[src/verilog/tsk_pkg.sv]
/*
 Constants for the task state unit: task state block layout, descriptor
 fields, operation and cause codes.
 Assumes 32-bit words and byte offsets within the task state block.
*/
package tsk_pkg;
   // Task state block byte offsets
   localparam logic [6:0] OFF_LINK     = 7'h00;
   localparam logic [6:0] OFF_PDIR     = 7'h1C;
   localparam logic [6:0] OFF_IP       = 7'h20;
   localparam logic [6:0] OFF_GPR_LAST = 7'h44;
   localparam logic [6:0] OFF_SEG      = 7'h48;
   localparam logic [6:0] OFF_SEG_LAST = 7'h5C;
   localparam logic [6:0] OFF_LDT      = 7'h60;
   localparam logic [6:0] OFF_TRAP     = 7'h64;
   localparam logic [6:0] WORD_STEP    = 7'h04;
   localparam logic [4:0] SAVE_WORDS   = 5'h10;
   localparam logic [4:0] LOAD_WORDS   = 5'h13;
   localparam logic [4:0] SEG_FIRST_IX = 5'h0A;
   localparam logic [4:0] GPR_FIRST_IX = 5'h02;
   localparam int         TRAP_BIT     = 0;
   localparam int         IOMAP_LSB    = 16;
   // Selector and descriptor fields
   localparam int         TI_BIT       = 2;
   localparam int         SEL_IX_LSB   = 3;
   localparam logic [3:0] TYPE_AVAIL   = 4'h9;
   localparam logic [3:0] TYPE_BUSY    = 4'hB;
   localparam int         BUSY_BIT     = 1;
   localparam logic [19:0] MIN_LIMIT   = 20'h0_0067;
   localparam logic [15:0] RESET_LIMIT = 16'hFFFF;
   localparam logic [31:0] DESC_STEP   = 32'h0000_0004;

   typedef enum logic [1:0] {
      OP_SWITCH = 2'h0,
      OP_LOAD   = 2'h1,
      OP_STORE  = 2'h2,
      OP_SEGLD  = 2'h3
   } tsk_op_e;

   typedef enum logic [1:0] {
      CS_CALL = 2'h0,
      CS_JMP  = 2'h1,
      CS_INTX = 2'h2,
      CS_INTERRUPT_RETURN_OP = 2'h3
   } tsk_cause_e;
endpackage

[src/verilog/tsk_task_unit.sv]
/*
 Task register and task state block engine: saves the outgoing context,
 links, loads the incoming context, and serves load/store selector ops.
 Assumes a word memory port that holds a request until acknowledged and
 a context source that stays stable while an operation runs.
*/
// Contract
// Save eight general registers at bytes 40 through 68 of the old block.
// Save six segment selectors in 32-bit slots at bytes 72 through 92.
// Save instruction pointer at byte 32 and flags at byte 36.
// Write old selector at byte 0 of new block only for call/interrupt.
// Read, never write, local table selector (96) and page root (28).
// Privilege stack pointers at bytes 4 to 24 are never written.
// Trap bit 0 of byte 100 in new block raises a debug exception.
// I/O map base is a 16-bit offset from the block start.
// Block bytes 0 to 103 are addressed as base plus offset, no retranslation.
// Local-table selector: protection fault for call/jump, block fault for return.
// Loading a task block selector into a segment register faults.
// Type 1001B is inactive, 1011B busy; type bit 1 is busy.
// Calling a busy task is rejected.
// Byte granular limit below 67H gives an invalid block fault.
// No larger limit check on switch; limit checked on I/O bitmap access.
// Call/jump allowed only when current privilege <= descriptor privilege.
// Task register holds 16-bit selector, 32-bit base, 16-bit limit, attributes.
// Cached descriptor is hidden and used to address the current block.
// Load op fills selector then cached part; privilege 0 only.
// Store op copies the visible selector at any privilege.
// Task register updates on every task switch.
// Reset clears selector and base, limit becomes FFFFH.
`timescale 1ns/1ps
module tsk_task_unit
#(
   parameter int ADDR_W = 32
)
(
   // Clock and reset
   input  wire logic                 clk,
   input  wire logic                 nrst,
   // Operation request
   input  wire logic                 op_valid,
   input  wire tsk_pkg::tsk_op_e     op_kind,
   input  wire tsk_pkg::tsk_cause_e  op_cause,
   input  wire logic [15:0]          op_sel,
   input  wire logic [1:0]           current_privilege_level,
   input  wire logic [31:0]          gdt_base,
   // Outgoing context
   input  wire logic [31:0]          ctx_ip,
   input  wire logic [31:0]          ctx_flags,
   input  wire logic [255:0]         ctx_gpr,
   input  wire logic [95:0]          ctx_seg,
   // Memory port
   output logic                      mem_req,
   output logic                      mem_we,
   output logic [ADDR_W-1:0]         mem_addr,
   output logic [31:0]               mem_wdata,
   input  wire logic                 mem_ack,
   input  wire logic [31:0]          mem_rdata,
   // Incoming context stream
   output logic                      ld_valid,
   output logic [6:0]                ld_off,
   output logic [31:0]               ld_data,
   // Results
   output logic                      busy,
   output logic                      done,
   output logic                      fault_gp,
   output logic                      fault_ts,
   output logic                      debug_trap,
   output logic [15:0]               store_sel,
   output logic [15:0]               current_task_selector,
   output logic [15:0]               ldt_sel,
   output logic [31:0]               page_root,
   // I/O bitmap limit check
   input  wire logic                 io_req,
   input  wire logic [15:0]          io_port,
   output logic                      io_ack,
   output logic                      io_deny
);
   typedef enum logic [6:0] {
      ST_IDLE = 7'h01,
      ST_DLO  = 7'h02,
      ST_DHI  = 7'h04,
      ST_CHK  = 7'h08,
      ST_SAVE = 7'h10,
      ST_LINK = 7'h20,
      ST_LOAD = 7'h40
   } tsk_state_e;

   if (ADDR_W != 32)
   begin : g_chk
      $error("tsk_task_unit supports ADDR_W of 32 only");
   end

   tsk_state_e          st_r;
   tsk_pkg::tsk_op_e    op_r;
   tsk_pkg::tsk_cause_e cause_r;
   logic [15:0]         new_sel_r;
   logic [31:0]         dlo_r;
   logic [31:0]         dhi_r;
   logic [4:0]          cnt_r;
   logic [15:0]         tr_sel_r;
   logic [31:0]         tr_base_r;
   logic [15:0]         tr_limit_r;
   logic [11:0]         tr_attr_r;
   logic [15:0]         iomap_r;
   logic                chk_gp;
   logic                chk_ts;
   logic [31:0]         chk_base;
   logic [15:0]         chk_limit;
   logic [31:0]         new_base_r;
   logic                link_needed;
   logic                last_word;
   logic                idle_fault;

   tsk_desc_check u_chk
   (
      .dlo   (dlo_r),
      .dhi   (dhi_r),
      .op    (op_r),
      .cause (cause_r),
      .current_privilege_level   (current_privilege_level),
      .gp    (chk_gp),
      .ts    (chk_ts),
      .base  (chk_base),
      .limit (chk_limit)
   );

   function automatic logic [31:0] save_word(input logic [4:0] k);
      logic [31:0] w;
      w = 32'h0000_0000;
      if (k == 5'h00)
         w = ctx_ip;
      else if (k == 5'h01)
         w = ctx_flags;
      else if (k < tsk_pkg::SEG_FIRST_IX)
         w = ctx_gpr[32*(k-tsk_pkg::GPR_FIRST_IX) +: 32];
      else
         w = {16'h0000, ctx_seg[16*(k-tsk_pkg::SEG_FIRST_IX) +: 16]};
      return w;
   endfunction

   // Block address of a word index, counted from a start offset
   function automatic logic [31:0] blk_addr(input logic [31:0] b,
                                            input logic [6:0] start,
                                            input logic [4:0] k);
      return b + {25'h000_0000, start + 7'({k, 2'b00})};
   endfunction

   assign link_needed = (cause_r == tsk_pkg::CS_CALL) ||
                        (cause_r == tsk_pkg::CS_INTX);
   assign last_word = mem_ack &&
      (((st_r == ST_SAVE) && (cnt_r == tsk_pkg::SAVE_WORDS - 5'h01)) ||
       ((st_r == ST_LOAD) && (cnt_r == tsk_pkg::LOAD_WORDS - 5'h01)));

   // Sequencer and memory port
   always_ff @(posedge clk or negedge nrst)
   begin
      if (!nrst)
      begin
         st_r <= ST_IDLE;
         op_r <= tsk_pkg::OP_SWITCH;
         cause_r <= tsk_pkg::CS_CALL;
         new_sel_r <= 16'h0000;
         dlo_r <= 32'h0000_0000;
         dhi_r <= 32'h0000_0000;
         new_base_r <= 32'h0000_0000;
         cnt_r <= 5'h00;
         mem_req <= 1'b0;
         mem_we <= 1'b0;
         mem_addr <= 32'h0000_0000;
         mem_wdata <= 32'h0000_0000;
      end
      else
      begin
         unique case (st_r)
            ST_IDLE:
               if (op_valid && op_kind != tsk_pkg::OP_STORE && !idle_fault)
               begin
                  op_r <= op_kind;
                  cause_r <= op_cause;
                  new_sel_r <= op_sel;
                  mem_req <= 1'b1;
                  mem_we <= 1'b0;
                  mem_addr <= gdt_base + {16'h0000, op_sel[15:tsk_pkg::SEL_IX_LSB], 3'b000};
                  st_r <= ST_DLO;
               end
            ST_DLO:
               if (mem_ack)
               begin
                  dlo_r <= mem_rdata;
                  mem_addr <= mem_addr + tsk_pkg::DESC_STEP;
                  st_r <= ST_DHI;
               end
            ST_DHI:
               if (mem_ack)
               begin
                  dhi_r <= mem_rdata;
                  mem_req <= 1'b0;
                  st_r <= ST_CHK;
               end
            ST_CHK:
               if (chk_gp || chk_ts || op_r != tsk_pkg::OP_SWITCH)
                  st_r <= ST_IDLE;
               else
               begin
                  new_base_r <= chk_base;
                  cnt_r <= 5'h00;
                  mem_req <= 1'b1;
                  mem_we <= 1'b1;
                  mem_addr <= blk_addr(tr_base_r, tsk_pkg::OFF_IP, 5'h00);
                  mem_wdata <= save_word(5'h00);
                  st_r <= ST_SAVE;
               end
            ST_SAVE:
               if (mem_ack)
               begin
                  cnt_r <= cnt_r + 5'h01;
                  mem_addr <= blk_addr(tr_base_r, tsk_pkg::OFF_IP, cnt_r + 5'h01);
                  mem_wdata <= save_word(cnt_r + 5'h01);
                  if (last_word)
                  begin
                     cnt_r <= 5'h00;
                     if (link_needed)
                     begin
                        mem_addr <= blk_addr(new_base_r, tsk_pkg::OFF_LINK, 5'h00);
                        mem_wdata <= {16'h0000, tr_sel_r};
                        st_r <= ST_LINK;
                     end
                     else
                     begin
                        mem_we <= 1'b0;
                        mem_addr <= blk_addr(new_base_r, tsk_pkg::OFF_PDIR, 5'h00);
                        st_r <= ST_LOAD;
                     end
                  end
               end
            ST_LINK:
               if (mem_ack)
               begin
                  mem_we <= 1'b0;
                  mem_addr <= blk_addr(new_base_r, tsk_pkg::OFF_PDIR, 5'h00);
                  st_r <= ST_LOAD;
               end
            ST_LOAD:
               if (mem_ack)
               begin
                  cnt_r <= cnt_r + 5'h01;
                  mem_addr <= blk_addr(new_base_r, tsk_pkg::OFF_PDIR, cnt_r + 5'h01);
                  if (last_word)
                  begin
                     mem_req <= 1'b0;
                     st_r <= ST_IDLE;
                  end
               end
         endcase
      end
   end

   // Faults decided before any memory access
   assign idle_fault = (op_kind == tsk_pkg::OP_LOAD && current_privilege_level != 2'b00) ||
                       (op_sel[tsk_pkg::TI_BIT] && op_kind != tsk_pkg::OP_SEGLD);

   always_ff @(posedge clk or negedge nrst)
   begin
      if (!nrst)
      begin
         fault_gp <= 1'b0;
         fault_ts <= 1'b0;
      end
      else
      begin
         fault_gp <= 1'b0;
         fault_ts <= 1'b0;
         if (st_r == ST_IDLE && op_valid && op_kind != tsk_pkg::OP_STORE && idle_fault)
         begin
            if (op_kind == tsk_pkg::OP_SWITCH && op_cause == tsk_pkg::CS_INTERRUPT_RETURN_OP)
               fault_ts <= 1'b1;
            else
               fault_gp <= 1'b1;
         end
         else if (st_r == ST_CHK)
         begin
            fault_gp <= chk_gp;
            fault_ts <= chk_ts;
         end
      end
   end

   // Task register, visible and hidden parts
   always_ff @(posedge clk or negedge nrst)
   begin
      if (!nrst)
      begin
         tr_sel_r <= 16'h0000;
         tr_base_r <= 32'h0000_0000;
         tr_limit_r <= tsk_pkg::RESET_LIMIT;
         tr_attr_r <= 12'h000;
      end
      else if ((st_r == ST_CHK && op_r == tsk_pkg::OP_LOAD && !chk_gp) || last_word &&
               st_r == ST_LOAD)
      begin
         tr_sel_r <= new_sel_r;
         tr_base_r <= (st_r == ST_CHK) ? chk_base : new_base_r;
         tr_limit_r <= chk_limit;
         tr_attr_r <= {dhi_r[23:20], dhi_r[15:8]};
      end
   end

   // Incoming context capture and stream
   always_ff @(posedge clk or negedge nrst)
   begin
      if (!nrst)
      begin
         ld_valid <= 1'b0;
         ld_off <= 7'h00;
         ld_data <= 32'h0000_0000;
         ldt_sel <= 16'h0000;
         page_root <= 32'h0000_0000;
         iomap_r <= 16'h0000;
      end
      else
      begin
         ld_valid <= st_r == ST_LOAD && mem_ack;
         if (st_r == ST_LOAD && mem_ack)
         begin
            ld_off <= tsk_pkg::OFF_PDIR + 7'({cnt_r, 2'b00});
            ld_data <= mem_rdata;
            if (cnt_r == 5'h00)
               page_root <= mem_rdata;
            if (last_word)
            begin
               iomap_r <= mem_rdata[tsk_pkg::IOMAP_LSB +: 16];
            end
            if (cnt_r == tsk_pkg::LOAD_WORDS - 5'h02)
               ldt_sel <= mem_rdata[15:0];
         end
      end
   end

   // Completion, store op and status
   always_ff @(posedge clk or negedge nrst)
   begin
      if (!nrst)
      begin
         done <= 1'b0;
         debug_trap <= 1'b0;
         store_sel <= 16'h0000;
         busy <= 1'b0;
      end
      else
      begin
         done <= (st_r == ST_IDLE && op_valid && op_kind == tsk_pkg::OP_STORE) ||
                 (st_r == ST_CHK && !chk_gp && !chk_ts && op_r != tsk_pkg::OP_SWITCH) ||
                 (st_r == ST_LOAD && last_word);
         debug_trap <= st_r == ST_LOAD && last_word && mem_rdata[tsk_pkg::TRAP_BIT];
         if (st_r == ST_IDLE && op_valid && op_kind == tsk_pkg::OP_STORE)
            store_sel <= tr_sel_r;
         // Follows the next state, so busy is already low with done or a fault
         busy <= (st_r == ST_IDLE) ?
                 (op_valid && op_kind != tsk_pkg::OP_STORE && !idle_fault) :
                 !((st_r == ST_CHK && (chk_gp || chk_ts || op_r != tsk_pkg::OP_SWITCH)) ||
                   (st_r == ST_LOAD && last_word));
      end
   end

   // I/O bitmap byte must lie inside the block limit
   always_ff @(posedge clk or negedge nrst)
   begin
      if (!nrst)
      begin
         io_ack <= 1'b0;
         io_deny <= 1'b0;
      end
      else
      begin
         io_ack <= io_req;
         if (io_req)
            io_deny <= (17'(iomap_r) + 17'(io_port[15:3])) > 17'(tr_limit_r);
      end
   end

   assign current_task_selector = tr_sel_r;
endmodule

[src/verilog/tsk_desc_check.sv]
/*
 Decodes a fetched descriptor pair and decides the fault for the pending
 operation. Purely combinational; the caller registers the result.
*/
`timescale 1ns/1ps
module tsk_desc_check
(
   // Fetched descriptor words
   input  wire logic [31:0]         dlo,
   input  wire logic [31:0]         dhi,
   // Pending operation
   input  wire tsk_pkg::tsk_op_e    op,
   input  wire tsk_pkg::tsk_cause_e cause,
   input  wire logic [1:0]          current_privilege_level,
   // Decision and decoded fields
   output logic                     gp,
   output logic                     ts,
   output logic [31:0]              base,
   output logic [15:0]              limit
);
   logic [3:0]  dtype;
   logic [19:0] lim20;
   logic        is_task_blk;
   logic        present;
   logic [1:0]  descriptor_privilege_level;
   logic        gran;

   always_comb
   begin
      dtype = dhi[11:8];
      lim20 = {dhi[19:16], dlo[15:0]};
      present = dhi[15];
      descriptor_privilege_level = dhi[14:13];
      gran = dhi[23];
      // Busy flag is bit 1 of the type; both codes share the rest
      is_task_blk = !dhi[12] && ((dtype == tsk_pkg::TYPE_AVAIL) ||
                                 (dtype == tsk_pkg::TYPE_BUSY));
      base = {dhi[31:24], dhi[7:0], dlo[31:16]};
      limit = lim20[15:0];
      gp = 1'b0;
      ts = 1'b0;
      unique case (op)
         tsk_pkg::OP_LOAD:
            gp = (dtype != tsk_pkg::TYPE_AVAIL) || dhi[12];
         tsk_pkg::OP_SEGLD:
            gp = is_task_blk;
         tsk_pkg::OP_SWITCH:
         begin
            if (!is_task_blk)
               gp = 1'b1;
            else if (!present)
               ts = 1'b1;
            else if ((cause == tsk_pkg::CS_CALL || cause == tsk_pkg::CS_JMP) &&
                     (current_privilege_level > descriptor_privilege_level))
               gp = 1'b1;
            else if (cause == tsk_pkg::CS_INTERRUPT_RETURN_OP && !dtype[tsk_pkg::BUSY_BIT])
               ts = 1'b1;
            else if (cause != tsk_pkg::CS_INTERRUPT_RETURN_OP && dtype[tsk_pkg::BUSY_BIT])
               gp = 1'b1;
            else if (!gran && (lim20 < tsk_pkg::MIN_LIMIT))
               ts = 1'b1;
         end
         default:
         begin
            gp = 1'b0;
            ts = 1'b0;
         end
      endcase
   end
endmodule

[config.mk]
export PLATFORM = sky130hd
export DESIGN_NAME = tsk_task_unit
export DESIGN_NICKNAME = d
export VERILOG_FILES = /design/src/verilog/tsk_pkg.sv /design/src/verilog/tsk_task_unit.sv /design/src/verilog/tsk_desc_check.sv
export SDC_FILE = /design/constraint.sdc
export NUM_CORES = 1
export LEC_CHECK = 0
export BUFFER_PORTS_ARGS = -buffer_cell sky130_fd_sc_hd__buf_2
export CORE_AREA = 4 4 280 282
export DETAILED_ROUTE_END_ITERATION = 10
export DIE_AREA = 0 0 284 286
export GPL_ROUTABILITY_DRIVEN = 0
export GPL_TIMING_DRIVEN = 0
export MAX_ROUTING_LAYER = met4
export PLACE_DENSITY = 0.57
export SETUP_SLACK_MARGIN = 0.15
export SLEW_MARGIN = 40
export SYNTH_ARGS = -nofsm -noshare
export SYNTH_HDL_FRONTEND = slang
export SYNTH_SLANG_ARGS = --single-unit
[constraint.sdc]
create_clock -name clk -period 7.05 [get_ports clk]
set_input_delay 0 -clock clk [delete_from_list [all_inputs] [get_ports clk]]
set_output_delay 0 -clock clk [all_outputs]
set_load 0.01 [all_outputs]
==> results.py, run 1 <==
metrics = {
    "grt": {
        "grt_usage_pct": 32.36,
        "overflow": 0,
        "grt_pass1_wl_mm": 186.4,
        "grt_pass1_vias": 25530,
        "grt_start_max_net_pins": 73,
        "antenna_found_initial": 30,
    },
    "yosys": {
        "netlist-cell-type-count": 90,
        "synth_area_um2": 25340,
        "synthFlopType": "dfrtp_1",
        "synth_edf_count": 0,
        "synth_cells": 2533,
        "yosysSeqAreaShare_pct": 37.62,
        "syn_area_per_cell_um2": 10.00,
        "ys_ff_latch": 380,
        "yosys_warnings": 0,
        "synthArstFlopShare_pct": 100.0,
    },
    "cts": {
        "cts_buffers": 45,
        "cts_root_buf": "clkbuf_16",
        "clockBufferDepth": 3,
        "htreeDepth": 2,
        "clock_sinks": 380,
    },
    "placement": {
        "dpl.hpwl_mm": 107.2,
        "io_buffers": 709,
    },
    "floorplan": {
        "rows": 101,
        "start_util_pct": 33.47,
        "dieWidth_um": 284,
        "ios": 716,
        "chipHeight_um": 286,
    },
    "outcome": {
        "error": "[ERROR DRT-0255] Maze Route cannot find path of net ctx_gpr[115] in worker of routeBox ( 241500 96600 ) ( 284000 144900 ).",
        "lastStage": "5_2_route",
        "outcome": "stopped before the end",
    },
    "sta": {
        "worst_endpoint": "mem_wdata[29]$_DFFE_PN0P_/D",
        "worstEpCategory": "register data pin",
    },
}
==> synth_stat cells, types with 44 or more instances <==
library cell	n	area, µm²
dfrtp_1	363	9084
nand2_1	268	1006
mux2_2	253	2849
o21ai_0	155	775.7
nor2_1	131	491.7
a21oi_1	84	420.4
clkbuf_1	81	304.0
mux4_2	80	1802
xnor2_1	79	691.9
buf_2	78	390.4
xor2_1	75	656.9
ha_1	66	825.8
nand3_1	64	320.3
inv_1	57	214.0
nor3_1	52	260.3
a31oi_1	48	300.3
nand4_1	44	275.3
==> routing by layer <==
metal and GRT usage (%):
met3 9.761, met4 15.49, met2 51.76, met5 -, met1 37.36
==> metrics by stage <==
step,instance area [µm²],cells,hold slack [ps],worst slack [ps],setup TNS [ps]
floorplan,25340,2534,-295.6,1832,0
global placement,30110,4221,209.1,-1942,-697730
detailed placement,30360,4228,-66.76,-589.1,-1887
CTS,33090,4426,2.426,204.9,0
global route,33230,4449,45.08,164.8,0
==> kinds of logic after synthesis <==
logic type                 after synthesis  synth area share, %
adders and majority gates               70                3.575
and+or+nand+nor                        725                13.90
AOI/OAI and AO/OA                      589                15.52
other                                    1              0.01480
xor gates and xnor gates               154                5.324
buffers and inverters                  244                4.227
DFF                                    380                37.62
muxes                                  370                19.82
==> what timing repair did <==
action	CTS	global route
buffers inserted	0	0
endpoints found under the hold margin	408	3
hold buffers	120	3
resized for setup	0	3
endpoints found under the setup margin	12	7
==> run 2, diff against run 1 <==
CORE_AREA = 4 4 281 283   (was 4 4 280 282)
DIE_AREA = 0 0 285 287   (was 0 0 284 286)
MAX_ROUTING_LAYER = not set   (was met4)
PLACE_DENSITY = not set   (was 0.57)
PLACE_DENSITY_LB_ADDON = 0.15   (was not set)
SETUP_SLACK_MARGIN = not set   (was 0.15)
==> run 2 against run 1 <==
The run now ends clean. Synthesized area stayed put. Global-route usage is 1.9 points lower. Synthesized cell count stayed put.
==> results.py, run 2 <==
metrics = {
    "yosys": {
        "synth_cells": 2533,
        "netlist-cell-type-count": 90,
        "synthFlopType": "dfrtp_1",
        "yosysTopAreaCell": "dfrtp_1",
        "synth_area_leaders": "dfrtp_1 36%, mux2_2 11%, mux4_2 7.1%",
        "yosys_warnings": 0,
        "synth_area_um2": 25340,
        "synth_edf_count": 0,
        "synthTopCellsByCount": "363 x dfrtp_1, 268 x nand2_1, 253 x mux2_2, 155 x o21ai_0, 131 x nor2_1",
        "syn_area_per_cell_um2": 10.00,
        "synthArstFlopShare_pct": 100.0,
        "ys_ff_latch": 380,
        "synth_most_common_cell": "dfrtp_1",
        "yosysTopAreaCellShare_pct": 35.85,
        "yosysSeqAreaShare_pct": 37.62,
    },
    "grt": {
        "use_met2_pct": 45.33,
        "grt_pass1_vias": 24820,
        "grt-busiest-layer": "met2",
        "grt_pass1_wl_mm": 181.9,
        "grt_usage_pct": 30.45,
        "use_met1_pct": 40.67,
        "overflow": 0,
        "grt_use_met3_pct": 10.80,
        "antenna_found_initial": 44,
        "grt_start_max_net_pins": 62,
    },
    "detailed_routing": {
        "firstDrtPassIters": 8,
        "routedWlPerCell_um": 28.80,
        "routed_wl_mm": 130.5,
        "routed_via_density": 5.592,
        "drcViolationCount": 0,
        "num_vias": 25350,
        "drt-initial-drc-count": 2268,
        "ant_nets": 0,
    },
    "cts": {
        "cts_buffers": 46,
        "post_cts_buffers": 0,
        "cts_root_buf": "clkbuf_16",
        "cts_tree": "built",
        "clockBufferDepth": 3,
        "htreeDepth": 2,
        "clock_latency_ps": 620,
        "clk_pin_slew_ps": 60,
        "clock_sinks": 380,
    },
    "power": {
        "powerDensity_nw_per_um2": 373.3,
        "clkPwrFrac_pct": 20.8,
        "comb_power_share_pct": 54.3,
        "seqPwrFrac_pct": 24.9,
        "vdd_drop_max_v": 0.0002248,
        "switching_share_pct": 44.93,
        "p_sw_mw": 5.625,
        "p_leak_nw": 15.49,
        "p_int_mw": 6.895,
    },
    "sta": {
        "fmax_mhz": 154.1,
        "setup_violations": 0,
        "slew_violations": 0,
        "hold_slack_ps": 17.47,
        "slew_headroom_pct": 35.44,
        "period_share_pct": 92.02,
        "post-route-min-period_ps": 6487,
        "hold_violations": 0,
        "skew_ps": 33.37,
        "rsz0062_at_grt": "false",
        "worst_pin_slew_ps": 968.4,
        "tns_ps": 0,
    },
    "setup_path": {
        "worstPathArrival_ps": 6940,
        "critPathLaunchType": "flop",
        "crit_type": "reg2reg",
        "end_kind": "flop",
        "critical_path_required_ps": 7500,
        "cp_max_fo": 13,
    },
    "floorplan": {
        "start_util_pct": 33.03,
        "coreArea_um2": 76700,
        "rows": 102,
        "dieWidth_um": 285,
        "ios": 716,
        "fp.dieArea_um2": 81800,
        "chipHeight_um": 287,
    },
    "placement": {
        "place_area_um2": 30440,
        "dp.cells": 4291,
        "io_buffers": 709,
        "dpl.hpwl_mm": 107.5,
    },
    "finish": {
        "multiInputGateArea_um2": 14820,
        "finalInstanceArea_um2": 33530,
        "final_nets": 4022,
        "nFillCells": 7625,
        "layout-drive-gt1-share_pct": 37.20,
        "stdcell_count": 4533,
        "areaGrowthSynthToFinish_pct": 32.36,
        "utilization_pct": 43.72,
        "layout.area.seq_um2": 9530,
        "final_cell_mix": "788 x buf_2, 363 x dfrtp_1, 268 x nand2_1, 253 x mux2_2, 155 x o21ai_0",
        "final_common_cell": "buf_2",
    },
    "flow_run": {
        "drv_cap": 0,
    },
    "outcome": {
        "outcome": "finished clean",
    },
    "worst_hold_path": {
        "hold_class": "in2reg",
    },
}
==> run 2: worst paths after layout <==
check	from	end	slack, ps	cells past startpoint
min reg2reg	mem_wdata[26]	mem_wdata[26]	480	2
max	cnt_r[0]	mem_wdata[27]	560	17
min in group asynchronous	nrst	store_sel[10]	500	4
max reg2reg	cnt_r[0]	mem_wdata[27]	560	17
max in group asynchronous	nrst	ld_data[10]	5220	7
min	gdt_base[15]	mem_addr[15]	20	4
==> run 2: logic make-up after synthesis <==
family                     count (synthesis)  share of synthesized area [%]
AOI/OAI and AO/OA                        589                          15.52
xor gates and xnor gates                 154                          5.324
DFF                                      380                          37.62
other                                      1                        0.01480
buffers and inverters                    244                          4.227
adders and majority gates                 70                          3.575
and+or+nand+nor                          725                          13.90
muxes                                    370                          19.82
==> run 2: final cells by class <==
type / instances / share of cell area, %
multi-input combinational: 1910 / 44.20
sequential: 380 / 28.42
timing repair buffer: 849 / 15.14
tap: 1040 / 3.880
clock buffer: 57 / 3.765
buffer: 184 / 2.560
clock inverter: 27 / 1.183
inverter: 58 / 0.6492
antenna: 28 / 0.2089
==> run 2: worst max-delay path, cell delays in order, from the launching register on <==
cell,delay (ps)
dfrtp_1,550
buf_2,520
buf_2,460
inv_2,180
buf_2,310
ha_1,560
buf_2,390
inv_1,180
ha_1,320
buf_2,210
buf_2,330
clkbuf_2,450
clkbuf_1,630
mux2i_1,280
o21ai_0,100
a22oi_1,160
dlygate4sd3_1,590
o21ai_0,80
==> run 2: power by group through the flow <==
| stage | registers (mW) | clock network, mW | logic, mW |
|---|---|---|---|
| floorplan | 3.07 | 0 | 4.09 |
| global route | 3.17 | 2.75 | 7.22 |
| global placement | 3.13 | 0 | 6.54 |
| detailed placement | 3.14 | 0 | 6.59 |
| finish | 3.12 | 2.60 | 6.80 |
| CTS | 3.10 | 2.66 | 6.69 |
==> run 2: per-layer routing <==
metal | share of wire (%) | up-vias | wire length, µm
met5 | 0.088 | - | 115
met3 | 10 | 229 | 13600
met1 | 42 | 12530 | 55070
met4 | 3.9 | 18 | 5098
li1 | - | 11330 | -
met2 | 43 | 1243 | 56650
==> run 2: through the flow <==
step           total power, mW  setup WS, ps
3_3_place_gp             9.664         -2219
3_5_place_dp             9.732        -449.9
4_1_cts                  12.45         28.48
5_1_grt                  13.14         169.6
2_1_floorplan            7.159          1832
6_report                 12.52         562.7
==> run 2: repair_timing <==
| item | 4_1_cts | 5_1_grt |
|---|---|---|
| endpoints found under the hold margin | 343 | 0 |
| pin swaps | 0 | 0 |
| hold buffers | 131 | 0 |
| resized for setup | 0 | 1 |
| endpoints found under the setup margin | 7 | 2 |
Note: power is estimated with default switching activity, not from simulation.
